**src/hdl/hmu_pkg.sv**
```systemverilog
// Purpose: Shared constants and types for the measurement hold unit
// Assumes: 50 MHz system clock, APB register access
// Notes:   Offsets are byte addresses of 32-bit registers
package hmu_pkg;

    localparam int unsigned HMU_DW        = 24;
    localparam int unsigned HMU_CLK_HZ    = 50_000_000;
    localparam int unsigned HMU_MEAS_RATE = 4000;
    localparam int unsigned HMU_FAST_RATE = 20000;
    localparam int unsigned HMU_CONV_DIV  = HMU_CLK_HZ / HMU_MEAS_RATE;
    localparam int unsigned HMU_FAST_DIV  = HMU_CLK_HZ / HMU_FAST_RATE;
    localparam int unsigned HMU_FAST_DLY_MS = 10;
    localparam int unsigned HMU_FAST_DLY  =
        (HMU_CLK_HZ / 1000) * HMU_FAST_DLY_MS;
    localparam int unsigned HMU_AVG_MAX_SAMPLES = 20000;
    localparam logic [9:0]  HMU_AVG_CNT_MIN = 10'h001;
    localparam logic [9:0]  HMU_AVG_CNT_MAX = 10'h3e7;

    localparam logic [7:0] HMU_ADDR_CTRL   = 8'h00;
    localparam logic [7:0] HMU_ADDR_AVGCNT = 8'h04;
    localparam logic [7:0] HMU_ADDR_HH     = 8'h08;
    localparam logic [7:0] HMU_ADDR_HI     = 8'h0c;
    localparam logic [7:0] HMU_ADDR_LO     = 8'h10;
    localparam logic [7:0] HMU_ADDR_LL     = 8'h14;
    localparam logic [7:0] HMU_ADDR_STATUS = 8'h18;
    localparam logic [7:0] HMU_ADDR_VALUE  = 8'h1c;

    localparam logic [8:0] HMU_CTRL_RST   = 9'h040;
    localparam logic [9:0] HMU_AVGCNT_RST = 10'h001;

    typedef enum logic [2:0] {
        HMU_MODE_OFF, HMU_MODE_SAMPLE, HMU_MODE_PEAK, HMU_MODE_BOTTOM,
        HMU_MODE_AVG, HMU_MODE_P2P, HMU_MODE_PB
    } hmu_mode_t;

    typedef struct packed {
        logic      hh_ll_en;
        logic      auto_zero;
        logic      clear_en;
        logic      ext_pulse;
        logic      fast;
        logic      zone;
        hmu_mode_t mode;
    } hmu_ctrl_t;

    typedef struct packed {
        logic hh;
        logic hi;
        logic ok;
        logic lo;
        logic ll;
    } hmu_judge_t;

    typedef enum logic [1:0] {HS_IDLE, HS_WAIT, HS_RUN, HS_ZONE} hmu_hstate_t;
    typedef enum logic [1:0] {AV_IDLE, AV_DIV1, AV_DIV2} hmu_astate_t;

endpackage

```
**src/hdl/hmu_hold_unit.sv**
```systemverilog
// Purpose: Hold logic of a transducer indicator with APB registers
// Assumes: A/D samples arrive on clk_sys; buttons and terminals are pins
// Notes:   Hysteresis, setting memories and D/A path are outside
//
// What this block does
// - Peak-to-peak hold tracks max/min, shows difference
// - Hold ends on second press or input off
// - Clear during peak-to-peak hold restarts tracking
// - Peak-to-peak judgment uses the difference
// - Zone keeps final value until a clear or the next hold start
// - Peak-and-bottom tracks extremes, judges all five
// - High on once peak exceeds high limit
// - Pass when both extremes lie inside bands
// - Without pass, bottom drives low and low-low
// - Low peak with deep bottom never passes
// - Zone also latches judgment outputs
// - Outer limits off: pass on both crossings
// - Two-stage average, count 1-999, 20000 first-stage averages
// - Average refreshes once per count measurements
// - Average stops at span end, zone retains
// - Fast sampling raises conversion rate fivefold
// - Fast hold blanks display, then forces zone
// - Fast hold measures from 10 ms after start
// - Analog output strobe stays at base rate
// - External hold input: level or pulse format
// - One setting gates both clear sources
// - Auto zero performs digital zero at hold start
`timescale 1ns/10ps
`default_nettype none
module hmu_hold_unit
    import hmu_pkg::*;
#(
    parameter int unsigned DW       = HMU_DW,
    parameter int unsigned CONV_DIV = HMU_CONV_DIV,
    parameter int unsigned FAST_DIV = HMU_FAST_DIV,
    parameter int unsigned FAST_DLY = HMU_FAST_DLY
) (
    input  wire logic          clk_sys,
    input  wire logic          rst,
    input  wire logic          psel,
    input  wire logic          penable,
    input  wire logic          pwrite,
    input  wire logic [7:0]    paddr,
    input  wire logic [31:0]   pwdata,
    output logic [31:0]        prdata,
    output logic               pready,
    output logic               pslverr,
    input  wire logic          sample_valid,
    input  wire logic [DW-1:0] sample_data,
    input  wire logic          hold_btn,
    input  wire logic          clear_btn,
    input  wire logic          ext_hold,
    input  wire logic          ext_clear,
    output logic               conv_start,
    output logic               conv_fast,
    output logic               dac_update,
    output logic [DW-1:0]      display_value,
    output logic               display_blank,
    output hmu_judge_t         judge,
    output logic               digital_zero,
    output logic               hold_active
);
    localparam int unsigned CW  = $clog2(CONV_DIV + 1);
    localparam int unsigned DLW = $clog2(FAST_DLY + 1);
    localparam int unsigned NW  = DW + 16;
    localparam logic [14:0] AVG_MAX = 15'(HMU_AVG_MAX_SAMPLES);

    hmu_ctrl_t          ctrl_r;
    logic [9:0]         avg_cnt_r;
    logic signed [DW-1:0] lim_hh_r, lim_hi_r, lim_lo_r, lim_ll_r;
    hmu_hstate_t        hs_r;
    hmu_astate_t        as_r;
    logic [3:0]         sy1_r, sy2_r, syp_r;
    logic [DLW-1:0]     dly_r;
    logic [CW-1:0]      conv_cnt_r, dac_cnt_r;
    logic signed [DW-1:0] raw_r, zero_off_r, meas_r, peak_r, bot_r;
    logic signed [DW-1:0] samp_r, avg_r, meas_nxt, p2p, value_nxt;
    logic               empty_r;
    logic signed [DW+9:0]  acc1_r;
    logic signed [DW+14:0] acc2_r;
    logic [9:0]         c1_r;
    logic [14:0]        n2_r;
    logic               div_start_r, div_done, avg_full_r;
    logic [NW-1:0]      div_num_r, div_quo;
    logic [15:0]        div_den_r;
    logic               div_neg_r;
    logic signed [DW-1:0] div_res;
    logic               btn_e, clr_btn_e, ext_rise, ext_fall, ext_lvl;
    logic               clr_ev, start_ev, stop_ev, fastable, fast_hold;
    logic               zone_eff, tracking, running;
    hmu_judge_t         judge_nxt;

    // Pins are asynchronous to clk_sys
    genvar gi;
    generate
        for (gi = 0; gi < 4; gi++) begin : g_sync
            always_ff @(posedge clk_sys or posedge rst) begin
                if (rst) begin
                    sy1_r[gi] <= 1'b0;
                    sy2_r[gi] <= 1'b0;
                    syp_r[gi] <= 1'b0;
                end else begin
                    sy1_r[gi] <= gi == 0 ? hold_btn :
                                 gi == 1 ? clear_btn :
                                 gi == 2 ? ext_hold : ext_clear;
                    sy2_r[gi] <= sy1_r[gi];
                    syp_r[gi] <= sy2_r[gi];
                end
            end
        end
    endgenerate

    assign btn_e     = sy2_r[0] & ~syp_r[0];
    assign clr_btn_e = sy2_r[1] & ~syp_r[1];
    assign ext_rise  = sy2_r[2] & ~syp_r[2];
    assign ext_fall  = ~sy2_r[2] & syp_r[2];
    assign ext_lvl   = ~ctrl_r.ext_pulse;

    assign running  = hs_r == HS_WAIT || hs_r == HS_RUN;
    assign fastable = ctrl_r.mode inside {HMU_MODE_PEAK, HMU_MODE_BOTTOM,
                                          HMU_MODE_P2P, HMU_MODE_PB};
    assign fast_hold = running && ctrl_r.fast && fastable;
    // Sample hold has no clear; one bit gates both sources
    assign clr_ev = ctrl_r.clear_en && (clr_btn_e || (sy2_r[3] & ~syp_r[3]))
                    && ctrl_r.mode != HMU_MODE_SAMPLE;
    assign start_ev = !running && ctrl_r.mode != HMU_MODE_OFF
                      && (btn_e || ext_rise);
    assign stop_ev = running && (btn_e || (ext_lvl ? ext_fall : ext_rise)
                     || avg_full_r);
    assign zone_eff = ctrl_r.mode != HMU_MODE_SAMPLE
                      && (ctrl_r.zone || (ctrl_r.fast && fastable));
    assign tracking = hs_r == HS_RUN && sample_valid;

    // Hold sequencing
    always_ff @(posedge clk_sys or posedge rst) begin
        if (rst) begin
            hs_r         <= HS_IDLE;
            dly_r        <= '0;
            digital_zero <= 1'b0;
            zero_off_r   <= '0;
        end else begin
            digital_zero <= 1'b0;
            if (start_ev) begin
                hs_r  <= ctrl_r.fast && fastable ? HS_WAIT : HS_RUN;
                dly_r <= DLW'(FAST_DLY);
                if (ctrl_r.auto_zero) begin
                    zero_off_r   <= raw_r;
                    digital_zero <= 1'b1;
                end
            end else if (stop_ev) begin
                hs_r <= zone_eff ? HS_ZONE : HS_IDLE;
            end else if (hs_r == HS_WAIT) begin
                dly_r <= dly_r - 1'b1;
                if (dly_r <= 1)
                    hs_r <= HS_RUN;
            end else if (hs_r == HS_ZONE && clr_ev) begin
                hs_r <= HS_IDLE;
            end
        end
    end

    // Conversion and analog output strobes
    always_ff @(posedge clk_sys or posedge rst) begin
        if (rst) begin
            conv_cnt_r <= '0;
            conv_start <= 1'b0;
            conv_fast  <= 1'b0;
        end else begin
            conv_fast <= fast_hold;
            if (conv_cnt_r == '0) begin
                conv_cnt_r <= fast_hold ? CW'(FAST_DIV - 1)
                                        : CW'(CONV_DIV - 1);
                conv_start <= 1'b1;
            end else begin
                conv_cnt_r <= conv_cnt_r - 1'b1;
                conv_start <= 1'b0;
            end
        end
    end

    // Own divider so fast sampling never changes this rate
    always_ff @(posedge clk_sys or posedge rst) begin
        if (rst) begin
            dac_cnt_r  <= '0;
            dac_update <= 1'b0;
        end else begin
            dac_update <= dac_cnt_r == '0;
            dac_cnt_r  <= dac_cnt_r == '0 ? CW'(CONV_DIV - 1)
                                          : dac_cnt_r - 1'b1;
        end
    end

    assign meas_nxt = sample_data - zero_off_r;

    // Extreme tracking
    always_ff @(posedge clk_sys or posedge rst) begin
        if (rst) begin
            raw_r   <= '0;
            meas_r  <= '0;
            peak_r  <= '0;
            bot_r   <= '0;
            samp_r  <= '0;
            empty_r <= 1'b1;
        end else begin
            if (sample_valid) begin
                raw_r  <= sample_data;
                meas_r <= meas_nxt;
            end
            if (start_ev) begin
                empty_r <= 1'b1;
                samp_r  <= meas_r;
            end else if (running && clr_ev) begin
                empty_r <= 1'b1;
            end else if (tracking) begin
                empty_r <= 1'b0;
                if (empty_r || meas_nxt > peak_r)
                    peak_r <= meas_nxt;
                if (empty_r || meas_nxt < bot_r)
                    bot_r <= meas_nxt;
            end
        end
    end

    assign p2p = peak_r - bot_r;

    // Two-stage averager sharing one divider
    assign div_res = div_neg_r ? -DW'(div_quo) : DW'(div_quo);

    always_ff @(posedge clk_sys or posedge rst) begin
        if (rst) begin
            as_r        <= AV_IDLE;
            acc1_r      <= '0;
            acc2_r      <= '0;
            c1_r        <= '0;
            n2_r        <= '0;
            avg_r       <= '0;
            avg_full_r  <= 1'b0;
            div_start_r <= 1'b0;
            div_num_r   <= '0;
            div_den_r   <= '0;
            div_neg_r   <= 1'b0;
        end else begin
            div_start_r <= 1'b0;
            avg_full_r  <= 1'b0;
            if (start_ev || (running && clr_ev)) begin
                as_r   <= AV_IDLE;
                acc1_r <= '0;
                acc2_r <= '0;
                c1_r   <= '0;
                n2_r   <= '0;
            end else if (ctrl_r.mode == HMU_MODE_AVG && hs_r == HS_RUN) begin
                if (sample_valid) begin
                    if (c1_r + 10'h001 >= avg_cnt_r && as_r == AV_IDLE) begin
                        div_num_r   <= NW'(acc1_r + meas_nxt < 0
                                       ? -(acc1_r + meas_nxt)
                                       : acc1_r + meas_nxt);
                        div_neg_r   <= acc1_r + meas_nxt < 0;
                        div_den_r   <= {6'h00, avg_cnt_r};
                        div_start_r <= 1'b1;
                        as_r        <= AV_DIV1;
                        acc1_r      <= '0;
                        c1_r        <= '0;
                    end else begin
                        acc1_r <= acc1_r + meas_nxt;
                        c1_r   <= c1_r + 10'h001;
                    end
                end
                if (div_done && as_r == AV_DIV1) begin
                    div_num_r   <= NW'(acc2_r + div_res < 0
                                   ? -(acc2_r + div_res)
                                   : acc2_r + div_res);
                    div_neg_r   <= acc2_r + div_res < 0;
                    div_den_r   <= {1'b0, n2_r + 15'h0001};
                    acc2_r      <= acc2_r + div_res;
                    n2_r        <= n2_r + 15'h0001;
                    div_start_r <= 1'b1;
                    as_r        <= AV_DIV2;
                end else if (div_done && as_r == AV_DIV2) begin
                    avg_r <= div_res;
                    as_r  <= AV_IDLE;
                    if (n2_r >= AVG_MAX)
                        avg_full_r <= 1'b1;
                end
            end
        end
    end

    hmu_div #(
        .NW  (NW),
        .DDW (16)
    ) u_div (
        .clk_sys (clk_sys),
        .rst     (rst),
        .start   (div_start_r),
        .num     (div_num_r),
        .den     (div_den_r),
        .done    (div_done),
        .quo     (div_quo)
    );

    // Value and judgment selection
    always_comb begin
        value_nxt = meas_r;
        if (running && !(empty_r && ctrl_r.mode != HMU_MODE_SAMPLE
                         && ctrl_r.mode != HMU_MODE_AVG)) begin
            case (ctrl_r.mode)
                HMU_MODE_SAMPLE: value_nxt = samp_r;
                HMU_MODE_PEAK:   value_nxt = peak_r;
                HMU_MODE_BOTTOM: value_nxt = bot_r;
                HMU_MODE_AVG:    value_nxt = avg_r;
                HMU_MODE_P2P:    value_nxt = p2p;
                HMU_MODE_PB:     value_nxt = peak_r;
                default:         value_nxt = meas_r;
            endcase
        end
        judge_nxt = '0;
        if (ctrl_r.mode == HMU_MODE_PB && running && !empty_r) begin
            // Pass checked first since it masks low outputs
            judge_nxt.hh = ctrl_r.hh_ll_en && peak_r > lim_hh_r;
            judge_nxt.hi = peak_r > lim_hi_r;
            if (ctrl_r.hh_ll_en)
                judge_nxt.ok = peak_r > lim_hi_r && peak_r < lim_hh_r
                    && bot_r < lim_lo_r && bot_r > lim_ll_r;
            else
                judge_nxt.ok = peak_r > lim_hi_r
                    && bot_r < lim_lo_r;
            judge_nxt.lo = !judge_nxt.ok && bot_r < lim_lo_r;
            judge_nxt.ll = !judge_nxt.ok && ctrl_r.hh_ll_en
                           && bot_r < lim_ll_r;
        end else begin
            judge_nxt.hh = ctrl_r.hh_ll_en && value_nxt > lim_hh_r;
            judge_nxt.hi = value_nxt > lim_hi_r;
            judge_nxt.lo = value_nxt < lim_lo_r;
            judge_nxt.ll = ctrl_r.hh_ll_en && value_nxt < lim_ll_r;
            judge_nxt.ok = !(judge_nxt.hh | judge_nxt.hi | judge_nxt.lo
                             | judge_nxt.ll);
        end
    end

    // Zone freezes both value and judgment
    always_ff @(posedge clk_sys or posedge rst) begin
        if (rst) begin
            display_value <= '0;
            judge         <= '0;
            display_blank <= 1'b0;
            hold_active   <= 1'b0;
        end else begin
            hold_active   <= running;
            display_blank <= fast_hold;
            if (hs_r != HS_ZONE) begin
                display_value <= value_nxt;
                judge         <= judge_nxt;
            end
        end
    end

    // APB slave, answers in the access cycle
    always_ff @(posedge clk_sys or posedge rst) begin
        if (rst) begin
            ctrl_r    <= hmu_ctrl_t'(HMU_CTRL_RST);
            avg_cnt_r <= HMU_AVGCNT_RST;
            lim_hh_r  <= '0;
            lim_hi_r  <= '0;
            lim_lo_r  <= '0;
            lim_ll_r  <= '0;
        end else if (psel && penable && pwrite) begin
            case (paddr)
                HMU_ADDR_CTRL:   ctrl_r <= hmu_ctrl_t'(pwdata[8:0]);
                HMU_ADDR_AVGCNT: avg_cnt_r <=
                    pwdata[9:0] < HMU_AVG_CNT_MIN ? HMU_AVG_CNT_MIN :
                    pwdata[9:0] > HMU_AVG_CNT_MAX || pwdata[31:10] != '0
                    ? HMU_AVG_CNT_MAX : pwdata[9:0];
                HMU_ADDR_HH:     lim_hh_r <= pwdata[DW-1:0];
                HMU_ADDR_HI:     lim_hi_r <= pwdata[DW-1:0];
                HMU_ADDR_LO:     lim_lo_r <= pwdata[DW-1:0];
                HMU_ADDR_LL:     lim_ll_r <= pwdata[DW-1:0];
                default: ;
            endcase
        end
    end

    always_ff @(posedge clk_sys or posedge rst) begin
        if (rst) begin
            prdata  <= '0;
            pready  <= 1'b0;
            pslverr <= 1'b0;
        end else begin
            pready  <= psel && !penable;
            pslverr <= 1'b0;
            prdata  <= '0;
            if (psel && !penable) begin
                case (paddr)
                    HMU_ADDR_CTRL:   prdata <= {23'h0, ctrl_r};
                    HMU_ADDR_AVGCNT: prdata <= {22'h0, avg_cnt_r};
                    HMU_ADDR_HH:     prdata <= 32'(lim_hh_r);
                    HMU_ADDR_HI:     prdata <= 32'(lim_hi_r);
                    HMU_ADDR_LO:     prdata <= 32'(lim_lo_r);
                    HMU_ADDR_LL:     prdata <= 32'(lim_ll_r);
                    HMU_ADDR_STATUS: prdata <= {25'h0, hs_r, judge};
                    HMU_ADDR_VALUE:  prdata <= 32'(display_value);
                    default:         pslverr <= 1'b1;
                endcase
            end
        end
    end
endmodule // hmu_hold_unit
`default_nettype wire

```
**src/hdl/hmu_div.sv**
```systemverilog
// Purpose: Sequential unsigned restoring divider for the averager
// Assumes: start only while idle; den nonzero
// Notes:   One quotient bit per clock, done pulses with quo valid
`timescale 1ns/10ps
`default_nettype none
module hmu_div #(
    parameter int unsigned NW  = 40,
    parameter int unsigned DDW = 16
) (
    input  wire logic           clk_sys,
    input  wire logic           rst,
    input  wire logic           start,
    input  wire logic [NW-1:0]  num,
    input  wire logic [DDW-1:0] den,
    output logic                done,
    output logic [NW-1:0]       quo
);
    logic [DDW:0]           rem_r;
    logic [DDW:0]           rem_sh;
    logic [DDW-1:0]         den_r;
    logic [$clog2(NW+1)-1:0] cnt_r;
    logic                   busy_r;

    assign rem_sh = {rem_r[DDW-1:0], quo[NW-1]};

    always_ff @(posedge clk_sys or posedge rst) begin
        if (rst) begin
            rem_r  <= '0;
            den_r  <= '0;
            quo    <= '0;
            cnt_r  <= '0;
            busy_r <= 1'b0;
            done   <= 1'b0;
        end else begin
            done <= 1'b0;
            if (start) begin
                rem_r  <= '0;
                den_r  <= den;
                quo    <= num;
                cnt_r  <= ($clog2(NW+1))'(NW);
                busy_r <= 1'b1;
            end else if (busy_r) begin
                if (rem_sh >= {1'b0, den_r}) begin
                    rem_r <= rem_sh - {1'b0, den_r};
                    quo   <= {quo[NW-2:0], 1'b1};
                end else begin
                    rem_r <= rem_sh;
                    quo   <= {quo[NW-2:0], 1'b0};
                end
                cnt_r <= cnt_r - 1'b1;
                if (cnt_r == 1) begin
                    busy_r <= 1'b0;
                    done   <= 1'b1;
                end
            end
        end
    end
endmodule // hmu_div
`default_nettype wire

```
**config.mk**
```make
export PLATFORM = sky130hd
export DESIGN_NAME = hmu_hold_unit
export DESIGN_NICKNAME = d
export VERILOG_FILES = /design/src/hdl/hmu_pkg.sv /design/src/hdl/hmu_hold_unit.sv /design/src/hdl/hmu_div.sv
export SDC_FILE = /design/constraint.sdc
export NUM_CORES = 2
export LEC_CHECK = 0
export BUFFER_PORTS_ARGS = -buffer_cell sky130_fd_sc_hd__buf_4
export CORE_AREA = 2 2 326 328
export CTS_CLUSTER_DIAMETER = 30
export DETAILED_ROUTE_END_ITERATION = 8
export DIE_AREA = 0 0 328 330
export GPL_TIMING_DRIVEN = 0
export HOLD_SLACK_MARGIN = 0.02
export PLACE_DENSITY = 0.66
export SYNTH_ARGS = -nofsm -noshare
export SYNTH_HDL_FRONTEND = slang
export SYNTH_SLANG_ARGS = --single-unit
```
**constraint.sdc**
```tcl
create_clock -name clk_sys -period 63.8 [get_ports clk_sys]
set_input_delay 6.38 -clock clk_sys [delete_from_list [all_inputs] [get_ports clk_sys]]
set_output_delay 6.38 -clock clk_sys [all_outputs]
set_load 0.005 [all_outputs]
```
### Word level (Yosys, flattened, before mapping)

Cells that the tools add are included.

* flip-flop bits (word level): 652
* logic and storage cells: 316

* add/sub/neg operators: 16
* $lt $le $gt $ge: 20
* eq/ne operators: 24
* multiplexer cells: 87
* bitwise logic cells: 17
* reduce and logical (&&, ||, !) cells: 86

Operator list (number)
* 2-to-1 mux 40 bit: 7
* case mux 32 bit (8 select lines): 1
* > comparator 24 bit: 6
* less-than comparator 24 bit: 6
* 2-to-1 mux 34 bit: 4
* case mux 24 bit (5 select lines): 1
* 2-to-1 mux 39 bit: 3
* 2-to-1 mux 16 bit: 6
* negation 40 bit: 2
* 2-to-1 mux 10 bit: 6
* 2-to-1 mux 19 bit: 3
* 2-to-1 mux 24 bit: 2
* subtractor 24 bit: 2
* 2-to-1 mux 15 bit: 3
* 2-to-1 mux 14 bit: 3
* adder 39 x 24 -> 40 bit: 1
* adder 39 x 24 -> 39 bit: 1
* less-than comparator 39 x 1 -> 1 bit (second input constant): 1
* adder 34 x 24 -> 35 bit: 1
* adder 34 x 24 -> 34 bit: 1
* logical AND 1 bit: 34
* less-than comparator 34 x 1 -> 1 bit (second input constant): 1
* equality test 8 x 5 -> 1 bit (second input constant): 4
* 2-to-1 mux 32 bit: 1
* 46 further kinds: 150

### Logic depth before layout (Yosys ltp)

* depth after elaboration: 13
* depth in mapped cells: 29
* mapped depth without buffers: 28

### By module

Synthesis repeated with hierarchy kept, for this count alone.

* cell total of the unflattened synthesis: 4648
* area total of the unflattened synthesis: 42843.6 sq um

Modules (own cells, without submodules)
* hmu_hold_unit: times used 1, cells an instance 4186, area each 38483.2 sq um
* hmu_div: times used 1, cells an instance 462, area each 4360.4 sq um

### Worst setup path before layout

No wires, ideal clock.

* path type: input to register
* start: in sample_data[9]
* end: reg div_num_r[11]
* library setup time: 123 ps
* arrival: 11871 ps
* required time: 63677 ps
* slack: 51806 ps
* stages on the path: 26
* path buffers: 1
* cell sequence: ha_1 > a21o_1 > a21o_1 > a221o_1 > a21oi_1 > a21boi_0 > o21a_1 > o21ai_0 > a21oi_1 > a311oi_1 > a21oi_1 > xnor2_1 > ha_1 > a21o_1 > a21o_1 > a21oi_1 > o21bai_1 > a21oi_1 > o31ai_1 > and4_1 > nor3_2 > clkbuf_1 > nor2_1 > xor2_1 > o21ai_0 > nand2_1

* word-level cells in the longest chain between the ends: 7
* elaborated cells on any way between the ends: 9
* those cells by class: add/sub (4); order compare (1); mux (4)

RTL lines
* start, declared: RTL line hmu_hold_unit.sv:49 `input wire logic [DW-1:0] sample_data,`
* subtractor 24 bit: RTL line hmu_hold_unit.sv:193 `assign meas_nxt = sample_data - zero_off_r;`
* named net meas_nxt[23]: RTL line hmu_hold_unit.sv:77 `logic signed [DW-1:0] samp_r, avg_r, meas_nxt, p2p, value_nxt;`
* adder 34 x 24 -> 34 bit: RTL line hmu_hold_unit.sv:254 `div_num_r <= NW'(acc1_r + meas_nxt < 0`
* less-than comparator 34 x 1 -> 1 bit: RTL line hmu_hold_unit.sv:254
* 2-to-1 mux 40 bit: RTL line hmu_hold_unit.sv:255 `? -(acc1_r + meas_nxt)`
* 2-to-1 mux 40 bit: RTL line hmu_hold_unit.sv:253 `if (c1_r + 10'h001 >= avg_cnt_r && as_r == AV_IDLE) begin`
* 2-to-1 mux 40 bit: RTL line hmu_hold_unit.sv:252 `if (sample_valid) begin`
* 2-to-1 mux 40 bit: RTL line hmu_hold_unit.sv:268 `if (div_done && as_r == AV_DIV1) begin`
* end signal, assigned: RTL line hmu_hold_unit.sv:254
* end signal, assigned: RTL line hmu_hold_unit.sv:269 `div_num_r <= NW'(acc2_r + div_res < 0`
* end, declared: RTL line hmu_hold_unit.sv:84 `logic [NW-1:0] div_num_r, div_quo;`

The timed path passes the listed nets, and every way through them passes these cells. The select of a mux whose other input is x is not followed.
A chain may end at the register's enable or synchronous reset.

### Worst setup path in the final report

* start: in sample_data[0]
* end: reg div_num_r[26]

* word-level cells in the longest chain between the ends: 7
* elaborated cells on any way between the ends: 9
* those cells by class: add/sub (4); order compare (1); mux (4)

RTL lines (RTL line)
* subtractor 24 bit *: hmu_hold_unit.sv:193
* named net meas_nxt[20]: hmu_hold_unit.sv:77
* adder 34 x 24 -> 35 bit / adder 34 x 24 -> 34 bit (equally long branches): hmu_hold_unit.sv:255, hmu_hold_unit.sv:256, hmu_hold_unit.sv:254
* negation 40 bit / less-than comparator 34 x 1 -> 1 bit (equally long branches): hmu_hold_unit.sv:255, hmu_hold_unit.sv:254
* 2-to-1 mux 40 bit *: hmu_hold_unit.sv:255
* 2-to-1 mux 40 bit *: hmu_hold_unit.sv:253
* 2-to-1 mux 40 bit *: hmu_hold_unit.sv:252
* 2-to-1 mux 40 bit *: hmu_hold_unit.sv:268

The timed path passes the listed nets; every way through them passes the cells marked *. The select of a mux whose other input is x is not followed.

==> flow_metrics.py <==
metrics = {
    "status": {
        "outcome": "complete, no violations",
    },
    "clock_tree": {
        "cts.reportedPaths.clkPinSlew_ns": 0.04,
        "cts_setup_buffers": 0,
        "clock_path_buffers": 3,
        "ctsResizeCount": 0,
        "cts_tree": "yes",
        "ctsHoldBuffers": 0,
        "insertion_delay_ns": 0.77,
        "htreeDepth": 4,
        "numCtsBuffers": 165,
        "root_buffer": "clkbuf_16",
        "clock-sinks": 643,
    },
    "route": {
        "wl_mm": 143.4,
        "top_layer": "met5",
        "ant_nets": 0,
        "via_per_inst": 5.814,
        "avgRoutedWirePerCell_um": 22.09,
        "dr.pass1.iters": 6,
        "wl_met2_mm": 62.20,
        "wl_met3_mm": 11.97,
        "drt_iter0_markers": 3506,
        "dr_total_vias": 37750,
        "route.detailed.drc": 0,
        "drt-met1-wl_mm": 63.51,
    },
    "final_layout": {
        "area_growth_syn_to_layout_pct": 21.42,
        "drive_gt1_share_pct": 14.59,
        "design_area_um2": 51850,
        "fin_nets": 5437,
        "fin_cells": 6492,
        "final_core_utilization_pct": 49.54,
        "n_antenna_cell": 0,
    },
    "setup_path": {
        "crit_fanout": 10,
        "cp_data_arrival_time_ns": 13.19,
        "critical_path_class": "input port to flop",
        "path_common_cell": "a21oi_1",
        "worst_path_largest_cell_delay_ns": 0.74,
        "endpoint_kind": "flop",
        "worstPathRequired_ns": 64.45,
        "worst_setup_path_start_kind": "input port",
        "slowest_stage": "xnor2_1",
    },
    "timing": {
        "finalHoldViolations": 0,
        "fin_setup_tns_ns": 0,
        "relSlewSlack_pct": 6.483,
        "drv_slew": 0,
        "rsz0062_at_grt": "false",
        "min_period_over_period_pct": 19.65,
        "fin_worst_hold_slack_ns": 0.3473,
        "finalClockSkew_ns": 0.04226,
        "fmax_mhz": 79.78,
        "finalSetupViolations": 0,
        "post-route-min-period_ns": 12.53,
        "timing.final.ws_setup_ns": 51.27,
        "tightest_slew_ns": 1.392,
    },
    "yosys": {
        "synth_cell_type_count": 116,
        "synthMostInstantiatedCell": "dfrtp_1",
        "synthArstFlopShare_pct": 100.0,
        "synth_area_leader_cell": "dfrtp_1",
        "synth-edff-count": 0,
        "synthFlopType": "dfrtp_1",
        "synth_nets": 5121,
        "ys_seq_area_share_pct": 37.69,
        "syn_area_um2": 42700,
        "synth_commonest_cells": "dfrtp_1, nand2_1, ha_1",
        "synth_top_area_share_pct": 37.50,
        "yosys_warnings": 0,
        "syn_inst": 4647,
        "synth_area_leaders": "dfrtp_1, ha_1, mux2_2",
        "ys_ff_latch": 643,
        "synth.avg_cell_area_um2": 9.189,
    },
    "power": {
        "ir_drop_mv": 0.02278,
        "power_density_nw_per_um2": 33.84,
        "p_int_mw": 1.212,
        "swShare_pct": 30.91,
        "p_total_mw": 1.754,
        "seqPwrFrac_pct": 27.0,
        "power_leakage_nw": 23.69,
        "switchingPower_mw": 0.5424,
        "clkPwrFrac_pct": 51.9,
        "comb_power_share_pct": 21.1,
    },
    "floorplan": {
        "core_area_um2": 104700,
        "ioPinCount": 143,
        "start_util_pct": 40.80,
        "die_x_um": 328,
        "rows": 119,
        "die_h_um": 330,
        "die_area_um2": 108200,
    },
    "placement": {
        "hpwl_mm": 108.8,
        "pre_cts_slack_ns": 50.68,
        "placed_cell_area_um2": 45700,
        "placed_cells": 6187,
        "globalplace.congestion": 0.9764,
        "numPortBuffers": 141,
    },
    "grt": {
        "grt_overflow_total": 0,
        "grt_pass1_vias": 36980,
        "grt_usage_pct": 26.18,
        "grt_pass1_wl_mm": 218.9,
        "antenna_found_initial": 3,
        "grt_start_max_net_pins": 127,
    },
    "flow_run": {
        "drv_cap": 0,
    },
    "hold_path": {
        "hold_path.class": "flop to flop",
    },
}
## power by group through the flow
stage	combinational [mW]	clock, mW	sequential (mW)
2_1_floorplan	0.255	0	0.468
3_3_place_gp	0.352	0	0.478
3_5_place_dp	0.360	0	0.478
4_1_cts	0.363	0.919	0.473
5_1_grt	0.403	0.944	0.477
6_report	0.370	0.911	0.474
## registers in the layout, indices dropped and copies added (netlist names), 19 cells and up
register and flops:
lim_hi_r 24, lim_hh_r 24, u_div.quo 40, bot_r 24, avg_r 24, lim_ll_r 24, lim_lo_r 24, peak_r 24
dly_r 19, raw_r 24, display_value 24, prdata 25, zero_off_r 24, acc2_r 39, meas_r 24, div_num_r 40
samp_r 24, acc1_r 34
## final cells by class
| cell class | count | area [um^2] |
|---|---|---|
| Inverter | 275 | 1040 |
| Clock buffer | 214 | 4614 |
| Clock inverter | 91 | 1534 |
| Tap cell | 1391 | 1740 |
| Multi-Input combinational cell | 3530 | 24800 |
| Sequential cell | 643 | 16090 |
| Timing Repair Buffer | 149 | 1231 |
| Fill cell | 9688 | 52820 |
| Buffer | 199 | 794.5 |
## layout by cell type, fill, tap and decap left out, types with 149 or more instances in the layout
cell,count
mux2_2,198
ha_1,395
xnor2_1,153
buf_4,149
clkbuf_16,166
nor2_1,303
o21ai_0,336
clkbuf_1,178
dfrtp_1,640
a21oi_1,267
inv_1,272
nand2_1,565
## routing by layer
layer,vias to the layer above,GRT usage (%)
met2,1596,39.58
met4,4,10.73
li1,17340,-
met5,-,0
met1,18480,36.78
met3,327,4.900
## final timing paths
path | cells after the start | to | slack, ns | startpoint
worst max register to register | 20 | div_num_r[24]$_DFFE_PP0P_ | 56.55 | u_div.quo[2]$_DFFE_PP0P_
worst max-delay path | 29 | div_num_r[26]$_DFFE_PP0P_ | 51.27 | sample_data[0]
worst min register to register | 0 | sy2_r[1]$_DFF_PP0_ | 0.35 | sy1_r[1]$_DFF_PP0_
min in group asynchronous | 2 | dac_cnt_r[4]$_DFF_PP0_ | 5.72 | rst
max in group asynchronous | 5 | acc2_r[13]$_DFFE_PP0P_ | 56.04 | rst
worst min-delay path | 0 | sy2_r[1]$_DFF_PP0_ | 0.35 | sy1_r[1]$_DFF_PP0_
## logic make-up after synthesis
| family | synth area share [%] |
|---|---|
| AOI/OAI and AO/OA | 18.46 |
| xor gates and xnor gates | 5.277 |
| adders and majority gates | 11.81 |
| buffers and inverters | 4.278 |
| DFF | 37.69 |
| muxes | 6.991 |
| and+or+nand+nor | 15.50 |
## critical path: cells and delay by family
kind	cells	cell delay, ns
AOI/OAI and AO/OA	13	2.76
and+or+nand+nor	6	1.35
xor gates and xnor gates	2	1.16
buffers and inverters	5	0.93
adders and majority gates	3	0.62
(Power assumes the default switching activity.)
